File: src/counter_routing_pkg.sv
`default_nettype none
package counter_routing_pkg;
  localparam int unsigned ADDR_W     = 9;
  localparam int unsigned NSEL       = 7;
  localparam int unsigned CODE_W     = 6;
  localparam int unsigned ROUTE_W    = 4;
  localparam int unsigned CFG_W      = 10;
  localparam logic [8:0] CTR_STRIDE    = 9'h040;
  localparam logic [3:0] REG_CFG       = 4'h0;
  localparam logic [3:0] REG_SEL0      = 4'h1;
  localparam logic [3:0] REG_SEL6      = 4'h7;
  localparam logic [3:0] REG_LOW       = 4'h8;
  localparam logic [3:0] REG_HIGH      = 4'h9;
  localparam logic [3:0] REG_NPULSE    = 4'hA;
  localparam logic [3:0] REG_CMD       = 4'hB;
  localparam logic [3:0] REG_COUNT     = 4'hC;
  localparam logic [3:0] REG_STATUS    = 4'hD;
  localparam logic [8:0] ROUTE_BASE    = 9'h100;
  localparam logic [5:0] PFI_IDX       = 6'h00;
  localparam logic [5:0] STL_IDX       = 6'h10;
  localparam logic [5:0] SQ_IDX        = 6'h18;
  localparam int unsigned CFG_MODE_LSB  = 0;
  localparam int unsigned CFG_TRIG_LSB  = 2;
  localparam int unsigned CFG_RETRIG    = 4;
  localparam int unsigned CFG_TOGGLE    = 5;
  localparam int unsigned CFG_INVERT    = 6;
  localparam int unsigned CFG_BDIR      = 7;
  localparam int unsigned CFG_HWARM     = 8;
  localparam int unsigned CFG_PAUSE_INV = 9;
  localparam int unsigned CMD_ARM       = 0;
  localparam int unsigned CMD_DISARM    = 1;
  localparam logic [1:0] MODE_EDGE   = 2'h0;
  localparam logic [1:0] MODE_CONT   = 2'h1;
  localparam logic [1:0] MODE_FINITE = 2'h2;
  localparam logic [1:0] TRIG_NONE   = 2'h0;
  localparam logic [1:0] TRIG_START  = 2'h1;
  localparam logic [1:0] TRIG_PAUSE  = 2'h2;
  localparam int unsigned SL_SRC = 0, SL_GATE = 1, SL_AUX = 2, SL_A = 3;
  localparam int unsigned SL_B = 4, SL_Z = 5, SL_ARM = 6;
  localparam int unsigned C_STL = 1, C_PFI = 9, C_STAR = 25, C_ACMP = 26;
  localparam int unsigned C_TB80 = 27, C_TB20 = 28, C_TB100K = 29;
  localparam int unsigned C_CLK10 = 30, C_AIREF = 31, C_AISTART = 32;
  localparam int unsigned C_AISAMP = 33, C_AICONV = 34, C_AOSAMP = 35;
  localparam int unsigned C_DISAMP = 36, C_DOSAMP = 37, C_CHG = 38;
  localparam int unsigned C_OTC = 39, C_OGATE = 40, C_OOUT = 41;
  localparam int unsigned C_OSRC = 42, C_OWNGATE = 43;
  localparam logic [3:0] R_OFF = 4'h0, R_SRC = 4'h1, R_GATE = 4'h2;
  localparam logic [3:0] R_OUT = 4'h3, R_Z = 4'h4, R_SQ = 4'h9;
  localparam logic [3:0] R_C1  = 4'h4;
  typedef enum logic [2:0] {
    CS_IDLE = 3'b001,
    CS_WAIT = 3'b010,
    CS_RUN  = 3'b100
  } cstate_t;
endpackage
`default_nettype wire

File: src/counter_routing.sv
`default_nettype none
// Functional notes
// - Source selector offers timebases, lines, reference, star, comparator.
// - Source selector offers other counter terminal count, gate.
// - Selected source drivable onto any function/trigger line.
// - Function lines undriven until routing is configured.
// - Gate selector offers lines, acquisition clocks and events.
// - Gate selector offers other counter output and source.
// - Selected gate drivable onto any function/trigger line.
// - Aux selector marks first edge of separation.
// - Aux also offers other output, gate, source, own gate.
// - B input sets edge counting direction.
// - Separate A, B, Z selectors from lines, star, comparator.
// - Z input drivable onto system trigger lines only.
// - Counter does nothing until armed.
// - Arm by software command or selected hardware input.
// - Hardware arm also offers other counter internal output.
// - Output pulses or toggles on terminal count, invertible.
// - Internal output carries the output pulses or toggles, routable internally.
// - Internal output drivable onto any function/trigger line.
// - Square wave routable to function lines and clocks.
// - Continuous runs until stopped; finite stops; retrigger restarts.
// - Start trigger via gate, arm via hardware arm.
// - Pause via gate stops counting at inactive level.
module counter_routing
  import counter_routing_pkg::*;
(
  input  wire logic                                  clock,
  input  wire logic                                  nrst,
  input  wire logic [counter_routing_pkg::ADDR_W-1:0] address,
  input  wire logic                                  read,
  input  wire logic                                  write,
  input  wire logic [31:0]                           writedata,
  output logic      [31:0]                           readdata,
  output logic                                       waitrequest,
  input  wire logic                                  timebase_80mhz,
  input  wire logic                                  timebase_20mhz,
  input  wire logic                                  timebase_100khz,
  input  wire logic                                  backplane_10mhz_reference,
  input  wire logic                                  backplane_star_trigger,
  input  wire logic                                  analog_comparison_event,
  input  wire logic                                  analog_in_reference_trigger,
  input  wire logic                                  analog_in_start_trigger,
  input  wire logic                                  analog_in_sample_clock,
  input  wire logic                                  analog_in_convert_clock,
  input  wire logic                                  analog_out_sample_clock,
  input  wire logic                                  digital_in_sample_clock,
  input  wire logic                                  digital_out_sample_clock,
  input  wire logic                                  change_detection_event,
  input  wire logic                                  square_wave_out,
  input  wire logic [15:0]                           programmable_function_line_in,
  output logic      [15:0]                           programmable_function_line_out,
  output logic      [15:0]                           programmable_function_line_oe,
  input  wire logic [7:0]                            system_trigger_line_in,
  output logic      [7:0]                            system_trigger_line_out,
  output logic      [7:0]                            system_trigger_line_oe,
  output logic      [1:0]                            counter_internal_output,
  output logic      [1:0]                            counter_aux_edge,
  output logic                                       square_wave_do_clock,
  output logic                                       square_wave_di_clock
);
  import counter_routing_pkg::*;

  typedef struct packed {
    logic                               wait_n;
    logic [31:0]                        rdata;
    logic [1:0][CFG_W-1:0]              cfg;
    logic [1:0][NSEL-1:0][CODE_W-1:0]   sel;
    logic [1:0][31:0]                   low_ld;
    logic [1:0][31:0]                   high_ld;
    logic [1:0][31:0]                   npulse;
    logic [1:0][31:0]                   count;
    logic [1:0][31:0]                   done;
    cstate_t [1:0]                      cst;
    logic [1:0][NSEL-1:0]               sig;
    logic [1:0]                         src_prev;
    logic [1:0]                         arm_prev;
    logic [1:0]                         gs1;
    logic [1:0]                         gs2;
    logic [1:0]                         gs3;
    logic [1:0]                         phase;
    logic [1:0]                         tog;
    logic [1:0]                         tc;
    logic [1:0]                         out;
    logic [15:0][ROUTE_W-1:0]           pfi_route;
    logic [7:0][ROUTE_W-1:0]            stl_route;
    logic [1:0]                         sq_route;
    logic [15:0]                        pfi_o;
    logic [15:0]                        pfi_oe;
    logic [7:0]                         stl_o;
    logic [7:0]                         stl_oe;
    logic [1:0]                         sq_clk;
  } state_t;

  state_t st_r;
  state_t st_nxt;

  function automatic logic sel_ok(input int unsigned slot,
                                  input logic [CODE_W-1:0] code);
    logic line;
    line = (code >= 6'(C_STL)) && (code <= 6'(C_ACMP));
    unique case (slot)
      SL_SRC:  sel_ok = line || (code >= 6'(C_TB80) && code <= 6'(C_CLK10))
                        || code == 6'(C_OTC) || code == 6'(C_OGATE);
      SL_GATE: sel_ok = line || (code >= 6'(C_AIREF) && code <= 6'(C_CHG))
                        || code == 6'(C_OOUT) || code == 6'(C_OSRC);
      SL_AUX:  sel_ok = line || code == 6'(C_AIREF) || code == 6'(C_AISTART)
                        || (code >= 6'(C_OGATE) && code <= 6'(C_OWNGATE));
      SL_ARM:  sel_ok = line || code == 6'(C_AIREF) || code == 6'(C_AISTART)
                        || code == 6'(C_OOUT);
      default: sel_ok = line;
    endcase
  endfunction

  function automatic logic [1:0] route_drive(input logic [ROUTE_W-1:0] code,
                                             input logic programmable_function_line,
                                             input state_t s,
                                             input logic sq);
    logic [1:0] r;
    int unsigned k;
    r = 2'b00;
    k = (code >= R_C1 + 4'h1 && code <= R_C1 + R_Z) ? 1 : 0;
    unique case (code)
      R_SRC, R_C1 + R_SRC:   r = {1'b1, s.sig[k][SL_SRC]};
      R_GATE, R_C1 + R_GATE: r = {1'b1, s.sig[k][SL_GATE]};
      R_OUT, R_C1 + R_OUT:   r = {1'b1, s.out[k]};
      R_Z, R_C1 + R_Z:       r = programmable_function_line ? 2'b00 : {1'b1, s.sig[k][SL_Z]};
      R_SQ:                  r = programmable_function_line ? {1'b1, sq} : 2'b00;
      default:               r = 2'b00;
    endcase
    route_drive = r;
  endfunction

  always_comb begin
    logic [63:0] cand;
    logic        req, wr, ctr_hit, se, gedge, paused, do_arm, do_disarm, up;
    logic [1:0]  mode, trig, drv;
    logic [31:0] ld;
    logic [5:0]  ridx;
    logic [3:0]  ro;
    int unsigned o, ci;
    cand = '0;
    req = 1'b0;
    wr = 1'b0;
    ctr_hit = 1'b0;
    mode = '0;
    trig = '0;
    se = 1'b0;
    gedge = 1'b0;
    paused = 1'b0;
    do_arm = 1'b0;
    do_disarm = 1'b0;
    up = 1'b0;
    ld = '0;
    drv = '0;
    ridx = '0;
    ro = '0;
    o = 0;
    ci = 0;
    st_nxt = st_r;

    // Bus slave: one wait cycle, then a single answer cycle.
    req = read || write;
    wr = write && !st_r.wait_n;
    st_nxt.wait_n = !(req && st_r.wait_n);
    ci = address[6] ? 1 : 0;
    ctr_hit = !address[8] && !address[7];
    ridx = address[7:2];
    ro = address[5:2];
    if (req && st_r.wait_n) begin
      st_nxt.rdata = 32'h0000_0000;
      if (ctr_hit) begin
        case (ro)
          REG_CFG:    st_nxt.rdata = 32'(st_r.cfg[ci]);
          REG_LOW:    st_nxt.rdata = st_r.low_ld[ci];
          REG_HIGH:   st_nxt.rdata = st_r.high_ld[ci];
          REG_NPULSE: st_nxt.rdata = st_r.npulse[ci];
          REG_COUNT:  st_nxt.rdata = st_r.count[ci];
          REG_STATUS: st_nxt.rdata = {26'h000_0000, st_r.out[ci],
                                      st_r.phase[ci], st_r.sig[ci][SL_GATE],
                                      st_r.cst[ci]};
          default:
            if (ro <= REG_SEL6)
              st_nxt.rdata = 32'(st_r.sel[ci][ro - REG_SEL0]);
        endcase
      end else if (address[8]) begin
        if (ridx < STL_IDX)
          st_nxt.rdata = 32'(st_r.pfi_route[ridx[3:0]]);
        else if (ridx < SQ_IDX)
          st_nxt.rdata = 32'(st_r.stl_route[ridx[2:0]]);
        else if (ridx == SQ_IDX)
          st_nxt.rdata = 32'(st_r.sq_route);
      end
    end
    if (wr && ctr_hit) begin
      case (ro)
        REG_CFG:    st_nxt.cfg[ci] = writedata[CFG_W-1:0];
        REG_LOW:    st_nxt.low_ld[ci] = writedata;
        REG_HIGH:   st_nxt.high_ld[ci] = writedata;
        REG_NPULSE: st_nxt.npulse[ci] = writedata;
        default:
          if (ro <= REG_SEL6)
            st_nxt.sel[ci][ro - REG_SEL0] = writedata[CODE_W-1:0];
      endcase
    end else if (wr && address[8]) begin
      if (ridx < STL_IDX)
        st_nxt.pfi_route[ridx[3:0]] = writedata[ROUTE_W-1:0];
      else if (ridx < SQ_IDX)
        st_nxt.stl_route[ridx[2:0]] = writedata[ROUTE_W-1:0];
      else if (ridx == SQ_IDX)
        st_nxt.sq_route = writedata[1:0];
    end

    for (int i = 0; i < 2; i++) begin
      o = 1 - i;
      cand = '0;
      cand[C_STL +: 8] = system_trigger_line_in;
      cand[C_PFI +: 16] = programmable_function_line_in;
      cand[C_STAR] = backplane_star_trigger;
      cand[C_ACMP] = analog_comparison_event;
      cand[C_TB80] = timebase_80mhz;
      cand[C_TB20] = timebase_20mhz;
      cand[C_TB100K] = timebase_100khz;
      cand[C_CLK10] = backplane_10mhz_reference;
      cand[C_AIREF] = analog_in_reference_trigger;
      cand[C_AISTART] = analog_in_start_trigger;
      cand[C_AISAMP] = analog_in_sample_clock;
      cand[C_AICONV] = analog_in_convert_clock;
      cand[C_AOSAMP] = analog_out_sample_clock;
      cand[C_DISAMP] = digital_in_sample_clock;
      cand[C_DOSAMP] = digital_out_sample_clock;
      cand[C_CHG] = change_detection_event;
      cand[C_OTC] = st_r.tc[o];
      cand[C_OGATE] = st_r.sig[o][SL_GATE];
      cand[C_OOUT] = st_r.out[o];
      cand[C_OSRC] = st_r.sig[o][SL_SRC];
      cand[C_OWNGATE] = st_r.sig[i][SL_GATE];
      for (int k = 0; k < NSEL; k++)
        st_nxt.sig[i][k] = sel_ok(k, st_r.sel[i][k]) &&
                           cand[st_r.sel[i][k]];

      mode = st_r.cfg[i][CFG_MODE_LSB +: 2];
      trig = st_r.cfg[i][CFG_TRIG_LSB +: 2];
      se = st_r.sig[i][SL_SRC] && !st_r.src_prev[i];
      st_nxt.src_prev[i] = st_r.sig[i][SL_SRC];
      if (se) begin
        st_nxt.gs1[i] = st_r.sig[i][SL_GATE];
        st_nxt.gs2[i] = st_r.gs1[i];
        st_nxt.gs3[i] = st_r.gs2[i];
      end
      gedge = se && st_r.gs2[i] && !st_r.gs3[i];
      paused = (trig == TRIG_PAUSE) &&
               !(st_r.gs2[i] ^ st_r.cfg[i][CFG_PAUSE_INV]);
      st_nxt.arm_prev[i] = st_r.sig[i][SL_ARM];
      do_arm = (wr && ctr_hit && ci == i && address[5:2] == REG_CMD &&
                writedata[CMD_ARM]) ||
               (st_r.cfg[i][CFG_HWARM] && st_r.sig[i][SL_ARM] &&
                !st_r.arm_prev[i]);
      do_disarm = wr && ctr_hit && ci == i && address[5:2] == REG_CMD &&
                  writedata[CMD_DISARM];
      up = st_r.cfg[i][CFG_BDIR] ? st_r.sig[i][SL_B] : 1'b1;
      st_nxt.tc[i] = 1'b0;
      ld = st_r.low_ld[i];

      unique case (st_r.cst[i])
        CS_IDLE, CS_WAIT: begin
          if (st_r.cst[i] == CS_IDLE ? do_arm : gedge) begin
            st_nxt.cst[i] = (st_r.cst[i] == CS_IDLE && trig == TRIG_START)
                            ? CS_WAIT : CS_RUN;
            st_nxt.count[i] = (mode == MODE_EDGE) ? st_r.count[i] : ld;
            st_nxt.done[i] = '0;
            st_nxt.phase[i] = 1'b0;
          end
        end
        CS_RUN: begin
          if (se && !paused) begin
            if (mode == MODE_EDGE) begin
              st_nxt.count[i] = up ? st_r.count[i] + 32'h0000_0001
                                   : st_r.count[i] - 32'h0000_0001;
              st_nxt.tc[i] = up ? (&st_r.count[i]) : (st_r.count[i] == '0);
            end else if (st_r.count[i] <= 32'h0000_0001) begin
              st_nxt.tc[i] = 1'b1;
              st_nxt.phase[i] = !st_r.phase[i];
              st_nxt.count[i] = st_r.phase[i] ? st_r.low_ld[i]
                                              : st_r.high_ld[i];
              if (st_r.phase[i]) begin
                st_nxt.done[i] = st_r.done[i] + 32'h0000_0001;
                if (mode == MODE_FINITE &&
                    st_r.done[i] + 32'h0000_0001 >= st_r.npulse[i])
                  st_nxt.cst[i] = (st_r.cfg[i][CFG_RETRIG] &&
                                   trig == TRIG_START) ? CS_WAIT
                                                       : CS_IDLE;
              end
            end else begin
              st_nxt.count[i] = st_r.count[i] - 32'h0000_0001;
            end
          end
        end
      endcase
      if (do_disarm)
        st_nxt.cst[i] = CS_IDLE;
      st_nxt.tog[i] = st_r.tog[i] ^ st_nxt.tc[i];
      st_nxt.out[i] = st_r.cfg[i][CFG_INVERT] ^
                      (st_r.cfg[i][CFG_TOGGLE] ? st_nxt.tog[i]
                                               : st_nxt.tc[i]);
    end

    for (int j = 0; j < 16; j++) begin
      drv = route_drive(st_r.pfi_route[j], 1'b1, st_r, square_wave_out);
      st_nxt.pfi_oe[j] = drv[1];
      st_nxt.pfi_o[j] = drv[0];
    end
    for (int j = 0; j < 8; j++) begin
      drv = route_drive(st_r.stl_route[j], 1'b0, st_r, square_wave_out);
      st_nxt.stl_oe[j] = drv[1];
      st_nxt.stl_o[j] = drv[0];
    end
    st_nxt.sq_clk = st_r.sq_route & {2{square_wave_out}};
  end

  always_ff @(posedge clock) begin
    if (!nrst) begin
      st_r <= '0;
      st_r.wait_n <= 1'b1;
      st_r.cst <= {CS_IDLE, CS_IDLE};
    end else begin
      st_r <= st_nxt;
    end
  end

  assign readdata = st_r.rdata;
  assign waitrequest = st_r.wait_n;
  assign programmable_function_line_out = st_r.pfi_o;
  assign programmable_function_line_oe = st_r.pfi_oe;
  assign system_trigger_line_out = st_r.stl_o;
  assign system_trigger_line_oe = st_r.stl_oe;
  assign counter_internal_output = st_r.out;
  assign counter_aux_edge = {st_r.sig[1][SL_AUX], st_r.sig[0][SL_AUX]};
  assign square_wave_do_clock = st_r.sq_clk[0];
  assign square_wave_di_clock = st_r.sq_clk[1];
endmodule
`default_nettype wire

File: config.mk
export PLATFORM = sky130hd
export DESIGN_NAME = counter_routing
export DESIGN_NICKNAME = d
export VERILOG_FILES = /design/src/counter_routing_pkg.sv /design/src/counter_routing.sv
export SDC_FILE = /design/constraint.sdc
export NUM_CORES = 2
export LEC_CHECK = 0
export ABC_AREA = 1
export BUFFER_PORTS_ARGS = -buffer_cell sky130_fd_sc_hd__buf_2
export CORE_ASPECT_RATIO = 1.75
export CORE_UTILIZATION = 30
export DETAILED_ROUTE_END_ITERATION = 6
export PLACE_DENSITY = 0.42
export RECOVER_POWER = 100
export SETUP_SLACK_MARGIN = 0.3
export SLEW_MARGIN = 10
export SYNTH_ARGS = -nofsm -noshare
export SYNTH_HDL_FRONTEND = slang
export SYNTH_SLANG_ARGS = --single-unit
export TNS_END_PERCENT = 20
File: constraint.sdc
create_clock -name clock -period 7.35 [get_ports clock]
set_clock_uncertainty 0.15 [all_clocks]
set_input_delay 0.735 -clock clock [delete_from_list [all_inputs] [get_ports clock]]
set_output_delay 0.735 -clock clock [all_outputs]
set_load 0.1 [all_outputs]
==> metrics.md <==
| Metric | Value |
|---|---|
| Initial antenna violation count | `6` |
| Starting density of the core | `0.302` |
| Clk slew on worst S/H paths | `60 ps` |
| Crit path kind | `input pin to flop` |
| Outcome | `finished with violations` |
| Peak supply drop | `approximately 0.18 mV` |
| Worst min path class | `flop to flop` |
| Place WS | `2410 ps` |
| DRC viols | `0` |
| EDFF count, synth | `0` |
| Core area | `approximately 0.14 mm^2` |
| Least-Margin Pin Slew | `3720 ps` |
| Die W | `between 200 and 300 um` |
| Period utilization | `0.746` |
| GP Congestion | `roughly 0.97` |
| Mapped Area | `0.0424 mm^2` |
| Fin area | `0.0461 mm^2` |
| Post-Syn Instances | `~6.8k` |
| Req. time, crit path | `between 7000 and 8000 ps` |
| Detail Placement HPWL | `~160 mm` |
| Pin count of the biggest net entering global routing | `between 150 and 200` |
| Rel. slew slack | `-1.48` |
| Detailed-route via count | `46.3k` |
| Placed cell area | `about 0.044 mm^2` |
| Syn nets | `about 6.9k` |
| Tot GR Track Use | `0.291` |
| Post-synthesis sequential area ratio | `0.303` |
| Pins over their slew limit | `around 680` |
| Clock Latency Late Sink | `~700 ps` |
| Final Hold Vio Count | `0` |
| Failing checks | `max-capacitance violations, max-slew violations` |
| Post-cts resize count | `0` |
| Floorplan row count | `182` |
| Minimum clock period | `approximately 5500 ps` |
| CTS tree | `done` |
| Drt total wl | `214 mm` |
| CP Cell Sequence | `clkbuf_1 > buf_4 > ha_1 > inv_1 > nor2_2 > clkbuf_1 > inv_1 > buf_4 > nand4_1 > nor2_1 > nand2_2 > nor2_1 > nand2_1 > o21ai_0 > a21oi_1` |
| Vias in the first global route | `around 44k` |
| Chip Height | `~500 um` |
| Buffers on Ports | `168` |
| YS warnings | `0` |
| Critical Path AT | `5890 ps` |
| DRT iter0 DRCs | `around 3.6k` |
| Most frequent cells after synthesis | `nand2_1 (1268), o21ai_0 (1048), a21oi_1 (927)` |
| # hold bufs at CTS | `0` |
| Startpoint Class | `input pin` |
| Crit Path Max Fanout | `55` |
| Top post-synthesis cells by area | `dfxtp_1 (30%), o21ai_0 (12%), nand2_1 (11%), a21oi_1 (11%), inv_1 (6.4%)` |
| Boundary pin count | `approximately 170` |
| GRT overflow | `0` |
| TritonCTS Buffers | `74` |
| #FFs+latches synth | `roughly 640` |
| ANT nets after route | `0` |
| Max Freq | `182 MHz` |
| Syn Area/Cell | `around 6.3 um^2` |
| WL/cell | `25.3 um` |
| Leakage | `about 17 nW` |
| Area growth, synth to finish | `8.82%` |
| Largest stage delay, worst path | `1110 ps` |
| Clk buf depth | `3` |
| RSZ-0062 raised after global routing | `no` |
| Power per standard cell area | `245 mW/mm^2` |
| Setup Viol. Count Final | `0` |
| H-tree depth | `3` |
| First-pass GRT wire length | `approximately 300 mm` |
| Critical path buffers and inverters | `6` |
| Setup crit end kind | `flop` |
| Nets | `~6.7k` |
| Ys async rst share | `0` |
| Final setup margin | `~1900 ps` |
| Dominant synthesized flop cell | `dfxtp_1` |
| Largest area contributor in the netlist | `dfxtp_1` |
| Share of post-route cells with drive strength above 1 | `0.0449` |
| Clock sinks | `641` |
| Synth unique cells | `60` |
| Share of the synthesized area in the top cell type | `0.303` |
| Max-Cap Viols | `12` |
| Crit-path slowest cell | `nor2_1` |
| DIE AREA | `0.143 mm^2` |
| Clock root buffer | `clkbuf_16` |
| Postcts setup bufs | `0` |
| Vias/cell | `5.47` |
| Fin Setup TNS | `0 ps` |
| Delay-heaviest family, CP | `simple AND/OR/NAND/NOR gates` |
| Most frequent cell after synthesis | `nand2_1` |
| DR pass1 iterations | `6` |
==> layout by cell type (no fill, tap or decap), types with 27 or more instances in the layout <==
master,count
o211ai_1,78
dfxtp_1,639
a21oi_1,927
nand4_1,88
o22ai_1,43
nand3_1,284
buf_4,44
o21ai_0,1075
inv_1,722
buf_2,78
xor2_1,116
a22oi_1,27
nor2_1,492
ha_1,79
nand2_1,1271
clkbuf_16,74
nor3_1,111
o221ai_1,79
clkbuf_1,115
==> power by group <==
group / switching (mW) / total [mW] / internal (mW)
Clock: 1.76 / 4.03 / 2.27
Sequential: 0.300 / 3.92 / 3.62
Combinational: 2.49 / 3.36 / 0.876
Total: 4.55 / 11.3 / 6.76
==> cells by family after synthesis <==
| logic type | count (synthesis) | synth area share |
|---|---|---|
| AOI/OAI and AO/OA | 2343 | 0.299 |
| xor gates and xnor gates | 135 | 0.0279 |
| adders and majority gates | 79 | 0.0233 |
| buffers and inverters | 1249 | 0.120 |
| DFF | 641 | 0.303 |
| and+or+nand+nor | 2310 | 0.227 |
==> area by class of cell <==
type	instances	area (um^2)
Sequential cell	641	12800
Clock inverter	26	353
Inverter	744	2800
Clock buffer	109	2190
Fill cell	15600	94400
Multi-Input combinational cell	4867	24500
Timing Repair Buffer	227	1150
Antenna cell	7	17.5
Tap cell	1840	2300
==> registers in the layout (all words and copies together), names as in the netlist, 2 cells and up <==
| signal | count |
|---|---|
| counter_aux_edge | 2 |
| counter_internal_output | 2 |
| programmable_function_line_oe | 16 |
| programmable_function_line_out | 16 |
| readdata | 32 |
| st_nxt | 4 |
| st_r | 550 |
| system_trigger_line_oe | 8 |
| system_trigger_line_out | 8 |
==> routing by layer <==
metal,global-route usage,part of all wire
met1,0.299,0.36
met2,0.531,0.51
met3,0.0293,0.041
met4,0.236,0.092
met5,0,0
==> through the flow <==
step | instances | hold slack, ps | total power, mW | util
after floorplan | 6757 | 263 | 6.18 | -
after global placement | 8319 | 280 | 7.34 | 0.312
after detailed placement | 8319 | 283 | 7.35 | 0.312
after CTS | 8454 | 244 | 11.4 | 0.330
after global routing | 8455 | 261 | 11.9 | 0.328
final | 8461 | 289 | 11.3 | 0.328
==> tightest hold or removal path, stage by stage (launching register included) <==
cell,delay (ps)
dfxtp_1,310
nand2_1,60
inv_1,30
==> path summary, 6_finish.rpt <==
kind,slack [ps],from,cells past startpoint,to
worst max-delay path,1870,address[2],15,st_r[555]$_SDFFE_PN0P_
worst min-delay path,290,st_nxt[163]$_SDFF_PN0_,2,st_r[163]$_SDFF_PN0_
worst max register to register,2350,st_nxt[164]$_SDFF_PN0_,11,st_r[253]$_SDFFE_PN0P_
worst min register to register,290,st_nxt[163]$_SDFF_PN0_,2,st_r[163]$_SDFF_PN0_
(Power assumes the default switching activity.)
